==> src/rtl/psc_defs.vh <==
// constants for the protection switch control block
`ifndef PSC_DEFS_VH
`define PSC_DEFS_VH

// register byte offsets
`define PSC_OFS_CTRL     4'h0
`define PSC_OFS_CMD      4'h4
`define PSC_OFS_TIME     4'h8
`define PSC_OFS_STATUS   4'hC

// control register field positions
`define PSC_CTRL_AUTO    0
`define PSC_CTRL_ARET    1
`define PSC_CTRL_SDET    2
`define PSC_CTRL_PMODE   3
`define PSC_CTRL_SMODE   5

// command register bits (write one to act)
`define PSC_CMD_PRI      0
`define PSC_CMD_SEC      1
`define PSC_CMD_AUTOTGL  2

// timing register field positions
`define PSC_TIME_FAIL    0
`define PSC_TIME_RESET   8

// status register field positions
`define PSC_ST_POS       0
`define PSC_ST_PSTAT     1
`define PSC_ST_SSTAT     3
`define PSC_ST_PTRIG     5
`define PSC_ST_STRIG     7

// reset values: auto on, auto return on, detect on, trigger modes off
`define PSC_CTRL_RST     8'h07
`define PSC_FAIL_RST     8'h03
`define PSC_RESET_RST    8'h0F

// trigger modes
`define PSC_MODE_OFF     2'h0
`define PSC_MODE_EDGE    2'h1
`define PSC_MODE_EXTLOW  2'h2

// overall status codes
`define PSC_OV_GOOD      2'h0
`define PSC_OV_BAD       2'h1
`define PSC_OV_NONE      2'h2

// trigger status codes
`define PSC_TS_GOOD      2'h0
`define PSC_TS_DETFAIL   2'h1
`define PSC_TS_EXTFAIL   2'h2
`define PSC_TS_BOTHFAIL  2'h3

// timing: clock rate and the one second tick
`define PSC_CLK_HZ       50000000
`define PSC_TICK_SEC     1
`define PSC_TICK_CYC     (`PSC_CLK_HZ * `PSC_TICK_SEC)

`endif

==> src/rtl/psc_protection_switch_control.v <==
// protection switch decision logic with an avalon-mm register slave
//
// The address map and the Avalon-MM slave port are this design's own decisions.
`include "psc_defs.vh"
`timescale 1ns/1ps
`default_nettype none

module psc_protection_switch_control
#(
    parameter integer TICK_CYCLES = `PSC_TICK_CYC
)
(
    input  wire        clk,
    input  wire        resetn,
    input  wire [3:0]  avsAddress,
    input  wire        avsRead,
    input  wire        avsWrite,
    input  wire [31:0] avsWriteData,
    input  wire [3:0]  avsByteEnable,
    output reg  [31:0] avsReadData,
    output wire        avsWaitRequest,
    input  wire        priSigOk,
    input  wire        secSigOk,
    input  wire        priTrigIn,
    input  wire        secTrigIn,
    output wire        selSecondary,
    output wire        priLedGreen,
    output wire        secLedRed,
    output wire        autoLedGreen,
    output wire [1:0]  priOverall,
    output wire [1:0]  secOverall,
    output wire [1:0]  priTrigStatus,
    output wire [1:0]  secTrigStatus
);

    ////////////////////////////////////////////////////////////////////////////
    // register bus

    reg  [7:0]  ctrl_r;
    reg  [7:0]  failTime_r;
    reg  [7:0]  resetTime_r;
    reg         ack_r;
    reg         cmdPri_r;
    reg         cmdSec_r;
    wire        wrHit;
    wire        rdHit;
    wire [31:0] statusWord;

    // register map, one 32-bit word each:
    //   control - auto, auto return, detect, primary and secondary trigger modes
    //   command - write-one pulses: select primary, select secondary, toggle auto
    //   timing  - fail seconds in the low byte, hold seconds in the next byte
    //   status  - position, overall and trigger status of both channels
    // one wait cycle per access keeps read data registered; the cost is
    // half the bus rate, which a settings port never notices
    assign wrHit          = avsWrite & ~ack_r;
    assign rdHit          = avsRead & ~ack_r;
    assign avsWaitRequest = (avsRead | avsWrite) & ~ack_r;

    // register writes take effect in the cycle the request is first seen
    always @(posedge clk or negedge resetn)
    begin
        if (!resetn)
        begin
            ctrl_r      <= `PSC_CTRL_RST;
            failTime_r  <= `PSC_FAIL_RST;
            resetTime_r <= `PSC_RESET_RST;
            ack_r       <= 1'b0;
            cmdPri_r    <= 1'b0;
            cmdSec_r    <= 1'b0;
        end
        else
        begin
            ack_r    <= (avsRead | avsWrite) & ~ack_r;
            cmdPri_r <= 1'b0;
            cmdSec_r <= 1'b0;
            if (wrHit && avsByteEnable[0])
            begin
                case (avsAddress)
                    `PSC_OFS_CTRL:
                        ctrl_r <= avsWriteData[7:0];
                    `PSC_OFS_CMD:
                    begin
                        cmdPri_r <= avsWriteData[`PSC_CMD_PRI];
                        cmdSec_r <= avsWriteData[`PSC_CMD_SEC];
                        if (avsWriteData[`PSC_CMD_AUTOTGL])
                            ctrl_r[`PSC_CTRL_AUTO] <= ~ctrl_r[`PSC_CTRL_AUTO];
                    end
                    `PSC_OFS_TIME:
                        failTime_r <= avsWriteData[7:0];
                    default:
                        ;
                endcase
            end
            if (wrHit && avsByteEnable[1] && avsAddress == `PSC_OFS_TIME)
                resetTime_r <= avsWriteData[15:8];
        end
    end

    // read data; unmapped addresses read zero
    always @(posedge clk or negedge resetn)
    begin
        if (!resetn)
            avsReadData <= 32'h0000_0000;
        else if (rdHit)
        begin
            case (avsAddress)
                `PSC_OFS_CTRL:   avsReadData <= {24'h00_0000, ctrl_r};
                `PSC_OFS_TIME:   avsReadData <= {16'h0000, resetTime_r, failTime_r};
                `PSC_OFS_STATUS: avsReadData <= statusWord;
                default:         avsReadData <= 32'h0000_0000;
            endcase
        end
    end

    wire       autoOn   = ctrl_r[`PSC_CTRL_AUTO];
    wire       aretOn   = ctrl_r[`PSC_CTRL_ARET];
    wire       sdetOn   = ctrl_r[`PSC_CTRL_SDET];
    wire [1:0] priMode  = ctrl_r[`PSC_CTRL_PMODE+1:`PSC_CTRL_PMODE];
    wire [1:0] secMode  = ctrl_r[`PSC_CTRL_SMODE+1:`PSC_CTRL_SMODE];

    ////////////////////////////////////////////////////////////////////////////
    // input synchronisers and trigger edges

    reg  [1:0] trigMeta_r;
    reg  [1:0] trigSync_r;
    reg  [1:0] trigLast_r;
    reg  [1:0] sigMeta_r;
    reg  [1:0] sigSync_r;

    // first stage feeds only the second; edge logic reads later stages
    // trigger flops reset high, the idle pin level, so reset makes no false edge
    always @(posedge clk or negedge resetn)
    begin
        if (!resetn)
        begin
            trigMeta_r <= 2'b11;
            trigSync_r <= 2'b11;
            trigLast_r <= 2'b11;
            sigMeta_r  <= 2'b00;
            sigSync_r  <= 2'b00;
        end
        else
        begin
            trigMeta_r <= {secTrigIn, priTrigIn};
            trigSync_r <= trigMeta_r;
            trigLast_r <= trigSync_r;
            sigMeta_r  <= {secSigOk, priSigOk};
            sigSync_r  <= sigMeta_r;
        end
    end

    // one pulse per physical fall, and only in edge mode
    wire priFall = trigLast_r[0] & ~trigSync_r[0] & (priMode == `PSC_MODE_EDGE);
    wire secFall = trigLast_r[1] & ~trigSync_r[1] & (secMode == `PSC_MODE_EDGE);

    ////////////////////////////////////////////////////////////////////////////
    // per-channel fault tests and status

    wire [1:0] detFail;
    wire [1:0] extFail;
    wire [1:0] chFault;
    wire [1:0] tstEnabled;
    wire [3:0] trigStat;
    wire [3:0] overall;

    genvar ch;
    generate
        for (ch = 0; ch < 2; ch = ch + 1)
        begin : gChan
            wire [1:0] mode    = (ch == 0) ? priMode : secMode;
            // code 3 is unused and decodes as off, so a stray value never switches
            wire       extMode = (mode == `PSC_MODE_EXTLOW);
            // detect verdict only counts while detection is on
            assign detFail[ch]    = sdetOn & ~sigSync_r[ch];
            // external check needs active-low mode; off mode never counts
            assign extFail[ch]    = extMode & ~trigSync_r[ch];
            assign chFault[ch]    = detFail[ch] | extFail[ch];
            assign tstEnabled[ch] = sdetOn | extMode;
            assign trigStat[2*ch+1:2*ch] =
                (detFail[ch] & extFail[ch]) ? `PSC_TS_BOTHFAIL :
                extFail[ch]                 ? `PSC_TS_EXTFAIL  :
                detFail[ch]                 ? `PSC_TS_DETFAIL  :
                                              `PSC_TS_GOOD;
            assign overall[2*ch+1:2*ch] =
                ~tstEnabled[ch] ? `PSC_OV_NONE :
                chFault[ch]     ? `PSC_OV_BAD  : `PSC_OV_GOOD;
        end
    endgenerate

    ////////////////////////////////////////////////////////////////////////////
    // registered status outputs

    reg  [3:0] trigStat_r;
    reg  [3:0] overall_r;

    // status pins come from flops; the decode above may glitch as pins resolve
    always @(posedge clk or negedge resetn)
    begin
        if (!resetn)
        begin
            trigStat_r <= {`PSC_TS_GOOD, `PSC_TS_GOOD};
            overall_r  <= {`PSC_OV_GOOD, `PSC_OV_GOOD};
        end
        else
        begin
            trigStat_r <= trigStat;
            overall_r  <= overall;
        end
    end

    assign priTrigStatus = trigStat_r[1:0];
    assign secTrigStatus = trigStat_r[3:2];
    assign priOverall    = overall_r[1:0];
    assign secOverall    = overall_r[3:2];

    ////////////////////////////////////////////////////////////////////////////
    // one second tick

    reg  [31:0] tickCnt_r;
    wire        tick = (tickCnt_r == TICK_CYCLES - 1);

    // a single prescaler serves both timers; it trades sub-second accuracy for area
    // one tick every TICK_CYCLES clocks; each timer may run up to one tick short
    always @(posedge clk or negedge resetn)
    begin
        if (!resetn)
            tickCnt_r <= 32'h0000_0000;
        else if (tick)
            tickCnt_r <= 32'h0000_0000;
        else
            tickCnt_r <= tickCnt_r + 32'h0000_0001;
    end

    ////////////////////////////////////////////////////////////////////////////
    // fault persistence and recovery hold timers

    reg  [7:0] failSec_r;
    reg  [7:0] holdSec_r;
    reg        failed_r;
    wire       priFaultTimed = chFault[0] & (failSec_r >= failTime_r);
    wire       priHeld       = ~chFault[0] & (holdSec_r >= resetTime_r);

    // counters saturate; the opposite condition clears each at once
    // a zero time acts on the first qualifying cycle; saturation keeps a
    // long outage from wrapping round and looking like a fresh one
    always @(posedge clk or negedge resetn)
    begin
        if (!resetn)
        begin
            failSec_r <= 8'h00;
            holdSec_r <= 8'h00;
            failed_r  <= 1'b0;
        end
        else
        begin
            if (!chFault[0])
                failSec_r <= 8'h00;
            else if (tick && failSec_r != 8'hFF)
                failSec_r <= failSec_r + 8'h01;
            if (chFault[0])
                holdSec_r <= 8'h00;
            else if (tick && holdSec_r != 8'hFF)
                holdSec_r <= holdSec_r + 8'h01;
            // remember a timed fault so a return needs a real recovery
            if (priFaultTimed)
                failed_r <= 1'b1;
            else if (priHeld)
                failed_r <= 1'b0;
        end
    end

    ////////////////////////////////////////////////////////////////////////////
    // switch position

    reg  selSec_r;
    reg  selSec_nxt;
    wire autoMove;
    wire autoBack;

    // failover needs a timed primary fault, auto on and a clean secondary
    assign autoMove = ~selSec_r & autoOn & priFaultTimed & ~chFault[1];
    // return needs auto return, a recorded fault and a full healthy hold
    assign autoBack = selSec_r & aretOn & failed_r & priHeld;

    // manual requests beat automatic moves; primary command wins a tie
    always @*
    begin
        selSec_nxt = selSec_r;
        if (cmdPri_r || priFall)
            selSec_nxt = 1'b0;
        else if (cmdSec_r || secFall)
            selSec_nxt = 1'b1;
        else if (autoMove)
            selSec_nxt = 1'b1;
        else if (autoBack)
            selSec_nxt = 1'b0;
    end

    // reset lands on primary, the safe resting position of the switch
    always @(posedge clk or negedge resetn)
    begin
        if (!resetn)
            selSec_r <= 1'b0;
        else
            selSec_r <= selSec_nxt;
    end

    assign selSecondary = selSec_r;
    assign priLedGreen  = ~selSec_r;
    assign secLedRed    = selSec_r;
    assign autoLedGreen = autoOn;

    assign statusWord = {23'h00_0000, trigStat[3:2], trigStat[1:0],
                         overall[3:2], overall[1:0], selSec_r};

endmodule

`default_nettype wire

==> config.mk <==
export PLATFORM = sky130hd
export DESIGN_NAME = psc_protection_switch_control
export DESIGN_NICKNAME = d
export VERILOG_FILES = /design/src/rtl/psc_protection_switch_control.v
export VERILOG_INCLUDE_DIRS = /design/src /design/src/rtl
export SDC_FILE = /design/constraint.sdc
export NUM_CORES = 1
export LEC_CHECK = 0
export ABC_AREA = 1
export BUFFER_PORTS_ARGS = -buffer_cell sky130_fd_sc_hd__buf_2
export CAP_MARGIN = 20
export CORE_MARGIN = 1.5
export CORE_UTILIZATION = 36
export DETAILED_ROUTE_END_ITERATION = 10
export GPL_TIMING_DRIVEN = 0
export PLACE_DENSITY = 0.66
export SLEW_MARGIN = 15
export SYNTH_ARGS = -nofsm -noshare
export SYNTH_HDL_FRONTEND = slang
export SYNTH_SLANG_ARGS = --single-unit
==> constraint.sdc <==
create_clock -name clk -period 3.22 [get_ports clk]
set_clock_uncertainty 0.1 [all_clocks]
set_input_delay 0.161 -clock clk [delete_from_list [all_inputs] [get_ports clk]]
set_output_delay 0.161 -clock clk [all_outputs]
set_load 0.005 [all_outputs]
==> impl_results.md, run 1 <==
- Status: finished clean
- Post-synthesis async set-or-reset flop share: 100%
- Unrepaired setup endpoints after global routing: false
- Total power draw: approximately 3.2 mW
- P_int: about 2.3 mW
- Sequential share of power: around half
- Placer Congestion: 0.888
- Global route overflow: 0
- Netlist cell types: 40
- Reg2Reg Setup Slack: ~1.2 ns
- Synthesis-to-layout area growth: 20.2%
- Worst-Skew Late Latency: about 0.36 ns
- Worst Setup SP: tickCnt_r[0]
- Area of the core: 15300 um^2
- Worst path max stage delay: slightly below 0.4 ns
- Via count: roughly 4600
- Startpoint types: register
- Largest family of logic cells by synthesized area: simple AND/OR/NAND/NOR gates
- Post-Synth Adder-Cell Area: 4.17%
- GRT Total Usage: ~17%
- Vias in the first global route: between 4000 and 5000
- Pin count of the biggest net entering global routing: 65
- Non-Filler Instances: about 1000
- Via-to-Cell Ratio: between 4 and 5
- Die span in y: 129 um
- Worst Path Max Fanout: 10
- Die X-Extent: 129 um
- Grt met1 use: about a quarter
- Switching Fraction: 27.3%
- Antenna viol nets, final: 0
- Post-Syn Area: ~5700 um^2
- Iteration-0 DRC Markers: 352
- CTS tree: done
- Final wirelength: ~13000 um
- Tcrit/Tclk final: between 60% and 70%
- Num ports: 93
- Initial Util: 37.2%
- Busiest grt layer: met2
- Reg2Reg Launch Point: tickCnt_r[0]
- Layout net count: around 840
- Post-layout minimum cycle time: between 2 and 2.5 ns
- Post-synthesis sequential area ratio: around half
- Compound-gate portion of the synthesized area: just under 7%
- Crit path kind: register to register
- Yosys reg bits: 111
- Fmax: between 400 and 500 MHz
- Die area: 16600 um^2
- Proportion of layout cells with a drive suffix above 1: between 10% and 20%
- CP bufs+invs: 2
- Synth area leader: dfrtp_1
- Worst path slowest cell: dfrtp_1
- Reg2reg end: tickCnt_r[21]
- Max Slew Vio Count: 0
- P_leak: roughly 3.6 nW
- Ranking of synthesized cells by area: dfrtp_1 42%, nand2_1 8.1%, dfstp_2 6.9%
- XOR/XNOR share of the synthesized area: approximately 6.5%
- Power Density: 464 nW/um^2
- CTS H-tree depth: 3
- Final Hold Viols: 0
- Setup TNS: 0 ns
- Worst setup margin: approximately 1.2 ns
- Relative slew slack: ~56%
- Post-Synth Simple-Gate Area: a little under a quarter
- CTS root buf: clkbuf_16
- DR DRC count: 0
- Maximum capacitance violations: 0
- Worst Path Arrival: about 2.2 ns
- Critical path, cell by cell: ha_1, nand3_2, inv_2, nand4_1, nand3b_4, nor2_4, buf_2, nor2_1
- VDD IR max: around 0.0003 V
- Clk pwr share: 36.1%
- Post-Synthesis Cells: about 660
- Post_cts resized: 0
- Syn avg cell area: 8.61 um^2
- Switch Pwr: between 800 and 900 uW
- # port buffers: 58
- Gate power share: between 10% and 20%
- HPWL after DPL: ~9600 um
- CP Depth: 8
- Per-cell routed wire length: approximately 13 um
- CP delay by family, top: simple AND/OR/NAND/NOR gates
- Critical Path Sink Type: register
- Register-to-Register Path Depth: 8
- Setup Buffers After CTS: 0
- First-pass GRT wire length: 21800 um
- Most common cell in the netlist: nand2_1
- Met2 Usage GRT: 25.8%
- Clk slew on worst S/H paths: around 0.070 ns
- Worst setup path end: tickCnt_r[21]
- Top FF cell, synth: dfrtp_1
- Least-Margin Pin Slew: about 0.66 ns
- # rows: between 40 and 50
- Pre-CTS setup slack: roughly 1.2 ns
- Yosys top cell area share: approximately 42%
- Number of flops mapped to enable cells by yosys: 0
- Num Clock Sinks: 111
- Dpl cells: 947
- Max clock buf depth: 2
- Min-Delay Startpoint: avsWriteData[0]
- Met3 usage: 2.70%
- Most frequent cells after synthesis: 123 x nand2_1, 96 x dfrtp_1, 90 x inv_1
- Diodes inserted: 0
- Antenna violations before repair: 0
- Fin Hold WS: between 0.02 and 0.025 ns
- TritonRoute pass-1 iters: 5
- Hold Path Class: primary input to register
- Mux contribution to synthesized area: 0%
- Num CTS Buffers: 9
- Syn. warnings: 0
- WP data required: between 3 and 4 ns
- Setup-failing EPs final: 0
## state kept, by name, indices dropped and copies added, names as in the netlist, 4 cells and up
name and cells:
overall_r 4, trigStat_r 4, ctrl_r 8, avsReadData 16, failTime_r 8, tickCnt_r 32
holdSec_r 8, failSec_r 8, resetTime_r 8
## cells by family (layout without fill, tap and decap cells)
logic type,Yosys count,in the layout
AND/OR/NAND/NOR,294,294
buffers and inverters,124,220
flip-flops,111,111
AO/OA/AOI/OAI,71,71
XOR/XNOR,42,42
adder cells (fa/ha/maj),19,19
other,1,16
## cells in the final DEF (no fill, tap or decap), drive strengths merged
| cell type | instances |
|---|---|
| inv | 97 |
| nand3b | 2 |
| a31oi | 1 |
| nor2 | 67 |
| o21ai | 27 |
| or2 | 1 |
| nor3b | 2 |
| nor4 | 3 |
| nand2 | 126 |
| dfrtp | 96 |
| bufinv | 1 |
| nand3 | 38 |
| clkinv | 1 |
| and3 | 1 |
| conb | 16 |
| clkbuf | 14 |
| dfstp | 15 |
| nor3 | 28 |
| a31o | 1 |
| o31ai | 7 |
| a22oi | 1 |
| nand4 | 26 |
| xnor2 | 13 |
| clkinvlp | 1 |
| a21oi | 31 |
| o21a | 1 |
| ha | 19 |
| dlygate4sd3 | 21 |
| xor2 | 29 |
| buf | 85 |
| o22ai | 2 |
## per-layer routing
layer,wire length (um),part of all wire (%)
met5,0,0
met4,258,2.0
met3,480,3.6
met2,6030,46
met1,6450,49
## timing repair
| action | 4_1_cts | 5_1_grt |
|---|---|---|
| hold buffers | 21 | 0 |
| endpoints found under the setup margin | 0 | 0 |
| endpoints found under the hold margin | 73 | 0 |
## worst min-delay path by stage
stage | endpoint | slack, ns | depth (start not counted)
finish | failTime_r[0] | 0.02 | 3
global placement | trigMeta_r[0] | 0.17 | 1
detailed placement | avsReadData[9] | 0.03 | 1
CTS | failTime_r[0] | 0.02 | 3
floorplan | ack_r | -0.23 | 0
global route | failTime_r[0] | 0.04 | 3
## power by group through the flow
| stage | clock, mW | combinational [mW] | sequential [mW] |
|---|---|---|---|
| final | 1.15 | 0.442 | 1.59 |
| after global routing | 1.22 | 0.494 | 1.60 |
| after CTS | 1.17 | 0.442 | 1.59 |
| after detailed placement | 0 | 0.420 | 1.62 |
| after global placement | 0 | 0.410 | 1.61 |
| after floorplan | 0 | 0.227 | 1.60 |
## layout make-up
type,instances,area [um^2]
plain buffers,29,196
clock buffers,11,233
clock inverters,5,66.3
fillers,1511,8460
inverters,95,357
multi-input cells,442,2410
flip-flops and latches,111,2800
well taps,211,264
repair buffers,80,534
## tightest hold or removal path, cell delays in order
cell and delay, ns:
buf_2 0.09, inv_1 0.10, o21ai_0 0.10
## metrics by stage
step	util, %	area (um^2)
2_1_floorplan	-	5760
3_3_place_gp	41.2	6310
3_5_place_dp	41.4	6340
4_1_cts	44.8	6850
5_1_grt	44.8	6850
6_report	44.8	6850
(Power assumes the default switching activity.)
==> run 2, diff against run 1 <==
- clock period: 3.22 -> 2.05 ns (I/O delays scaled with it)
==> impl_results.md, run 2 (synthesis gave the netlist of run 1 again) <==
- Sequential share of power: 50.0% (about the same)
- Vias in the first global route: 4297 (was 4287)
- Critical Path Sink Type: register (unchanged)
- WHS Path Cells: 4 (was 3)
- P_leak: 3.57 nW (was 3.55 nW)
- Initial Util: 37.2% (unchanged)
- Final wirelength: 13300 um (was 13200 um)
- TritonRoute pass-1 iters: 5 (unchanged)
- # rows: 45 (unchanged)
- Clk pwr share: 36.1% (about the same)
- CTS H-tree depth: 3 (unchanged)
- Worst Path Arrival: 2.11 ns (was 2.15 ns)
- Fmax: 520 MHz (was 497 MHz)
- CTS tree: done (unchanged)
- Min-Delay Startpoint: avsAddress[3] (was avsWriteData[0])
- Max clock buf depth: 2 (unchanged)
- Via-to-Cell Ratio: 4.71 (about the same)
- Worst path max stage delay: 0.39 ns (about the same)
- Reg2Reg Setup Slack: 0.13 ns (was 1.21 ns)
- Switch Pwr: 1.37 mW (was 869 uW)
- Pre-CTS setup slack: 0.0424 ns (was 1.21 ns)
- Tcrit/Tclk final: 93.8% (was 62.5%)
- Antenna viol nets, final: 0 (unchanged)
- # port buffers: 58 (unchanged)
- Final Hold Viols: 0 (unchanged)
- Dpl cell area: 6340 um^2 (unchanged)
- Largest registers: tickCnt_r: 32 flops, avsReadData: 16 flops (unchanged)
- Status: finished clean (unchanged)
- Reg2Reg Launch Point: tickCnt_r[0] (unchanged)
- Die span in y: 129 um (unchanged)
- Area of the core: 15300 um^2 (unchanged)
- Per-cell routed wire length: 13.5 um (was 13.4 um)
- CP delay by family, top: simple AND/OR/NAND/NOR gates (unchanged)
- VDD IR max: 0.000485 V (was 0.000309 V)
- DR DRC count: 0 (unchanged)
- Synthesis-to-layout area growth: 21.2% (was 20.2%)
- Proportion of layout cells with a drive suffix above 1: 17.9% (was 17.5%)
- Maximum capacitance violations: 0 (unchanged)
- Iteration-0 DRC Markers: 332 (was 352)
- Post-layout minimum cycle time: 1.92 ns (was 2.01 ns)
- Reg2reg end: failSec_r[3] (was tickCnt_r[21])
- Commonest cells after routing, fill and taps aside: 123 x nand2_1, 96 x dfrtp_1, 90 x inv_1 (unchanged)
- Num ports: 93 (unchanged)
- Least-Margin Pin Slew: 0.655 ns (about the same)
- CTS root buf: clkbuf_16 (unchanged)
- Finished Cell Area: 6910 um^2 (was 6850 um^2)
- Worst Path Max Fanout: 10 (unchanged)
- Worst setup margin: 0.128 ns (was 1.21 ns)
- Setup TNS: 0 ns (unchanged)
- WHS Endpoint: cmdPri_r (was failTime_r[0])
- Commonest non-fill, non-tap cell in the layout: nand2_1 (unchanged)
- Clk slew on worst S/H paths: 0.07 ns (about the same)
- Register-to-Register Path Depth: 10 (was 8)
- Global route overflow: 0 (unchanged)
- Power Density: 723 nW/um^2 (was 464 nW/um^2)
- Via count: 4658 (was 4631)
- Worst path slowest cell: dfrtp_1 (unchanged)
- CP bufs+invs: 3 (was 2)
- Placer Congestion: 0.888 (unchanged)
- Diodes inserted: 0 (unchanged)
- Crit path kind: register to register (unchanged)
- Critical path, cell by cell: ha_2, nand3_2, inv_2, nand4_1, nand3b_4, nor2_4, buf_12, buf_6, nand4_1, nand2_1 (was ha_1, nand3_2, inv_2, nand4_1, nand3b_4, nor2_4, buf_2, nor2_1)
- Hold Path Class: primary input to register (unchanged)
- Worst-Skew Late Latency: 0.36 ns (about the same)
- Pin count of the biggest net entering global routing: 65 (unchanged)
- Max Slew Vio Count: 0 (unchanged)
- Relative slew slack: 56.1% (about the same)
- Gate power share: 13.9% (about the same)
- WP data required: 2.24 ns (was 3.35 ns)
- Die area: 16600 um^2 (unchanged)
- Unrepaired setup endpoints after global routing: true (was false)
- First-pass GRT wire length: 21800 um (about the same)
- Die X-Extent: 129 um (unchanged)
- Num Clock Sinks: 111 (unchanged)
- Worst path most repeated cell: nand4_1
- Antenna violations before repair: 0 (unchanged)
- Final core occ: 45.1% (was 44.8%)
- Startpoint types: register (unchanged)
- Layout net count: 839 (was 835)
- HPWL after DPL: 9640 um (unchanged)
- Max FFs per register: 32 (unchanged)
- Fill count: 1509 (was 1511)
- Num CTS Buffers: 9 (unchanged)
- P_int: 3.63 mW (was 2.31 mW)
- Switching Fraction: 27.3% (about the same)
- Fin Hold WS: 0.0257 ns (was 0.0218 ns)
- Reg with most FFs: tickCnt_r (unchanged)
- GRT Total Usage: 16.9% (was 16.8%)
- Setup-failing EPs final: 0 (unchanged)
[run 2: power groups by stage]
| stage | sequential, mW | combinational, mW | clock (mW) |
|---|---|---|---|
| after global placement | 2.54 | 0.645 | 0 |
| final | 2.50 | 0.695 | 1.80 |
| after global routing | 2.52 | 0.777 | 1.91 |
| after floorplan | 2.52 | 0.356 | 0 |
| after CTS | 2.50 | 0.695 | 1.84 |
| after detailed placement | 2.54 | 0.660 | 0 |
[run 2: final cells by class]
type,count,area [um^2],share of cell area (%)
sequential,111,2800,40.5
multi-input combinational,442,2420,35.0
timing repair buffer,84,579,8.38
inverter,95,357,5.16
tap,211,264,3.82
clock buffer,11,233,3.37
buffer,29,196,2.84
clock inverter,5,66.3,0.959
[run 2: per-layer routing]
metal	vias to the layer above	track usage (%)	wire (um)
li1	2335	-	-
met1	2219	24.1	6440
met2	88	26.0	6110
met3	16	2.70	500
met4	0	5.95	244
met5	-	0	0
[run 2: worst max path at each step]
stage,from,cells past startpoint,end
after global routing,tickCnt_r[0],10,holdSec_r[2]
after CTS,tickCnt_r[0],8,tickCnt_r[21]
after global placement,resetn,1,tickCnt_r[8]
final,tickCnt_r[0],10,failSec_r[3]
after floorplan,tickCnt_r[0],8,tickCnt_r[20]
after detailed placement,tickCnt_r[0],8,tickCnt_r[21]
[run 2: repair_timing]
| action | CTS | global route |
|---|---|---|
| setup endpoints to repair | 0 | 26 |
| hold buffers | 22 | 0 |
| gates resized for setup | 0 | 3 |
| hold endpoints to repair | 77 | 0 |
| setup buffers | 0 | 3 |
[run 2: worst register-to-register path: stages (launching register included)]
cell,delay [ns]
dfrtp_1,0.39
ha_2,0.24
nand3_2,0.16
inv_2,0.09
nand4_1,0.09
nand3b_4,0.18
nor2_4,0.17
buf_12,0.14
buf_6,0.13
nand4_1,0.09
nand2_1,0.09
[run 2: through the flow]
stage,power (mW),cells
after global routing,5.21,988
after CTS,5.03,985
after detailed placement,3.20,947
after floorplan,2.87,677
after global placement,3.18,946
final,5.00,988
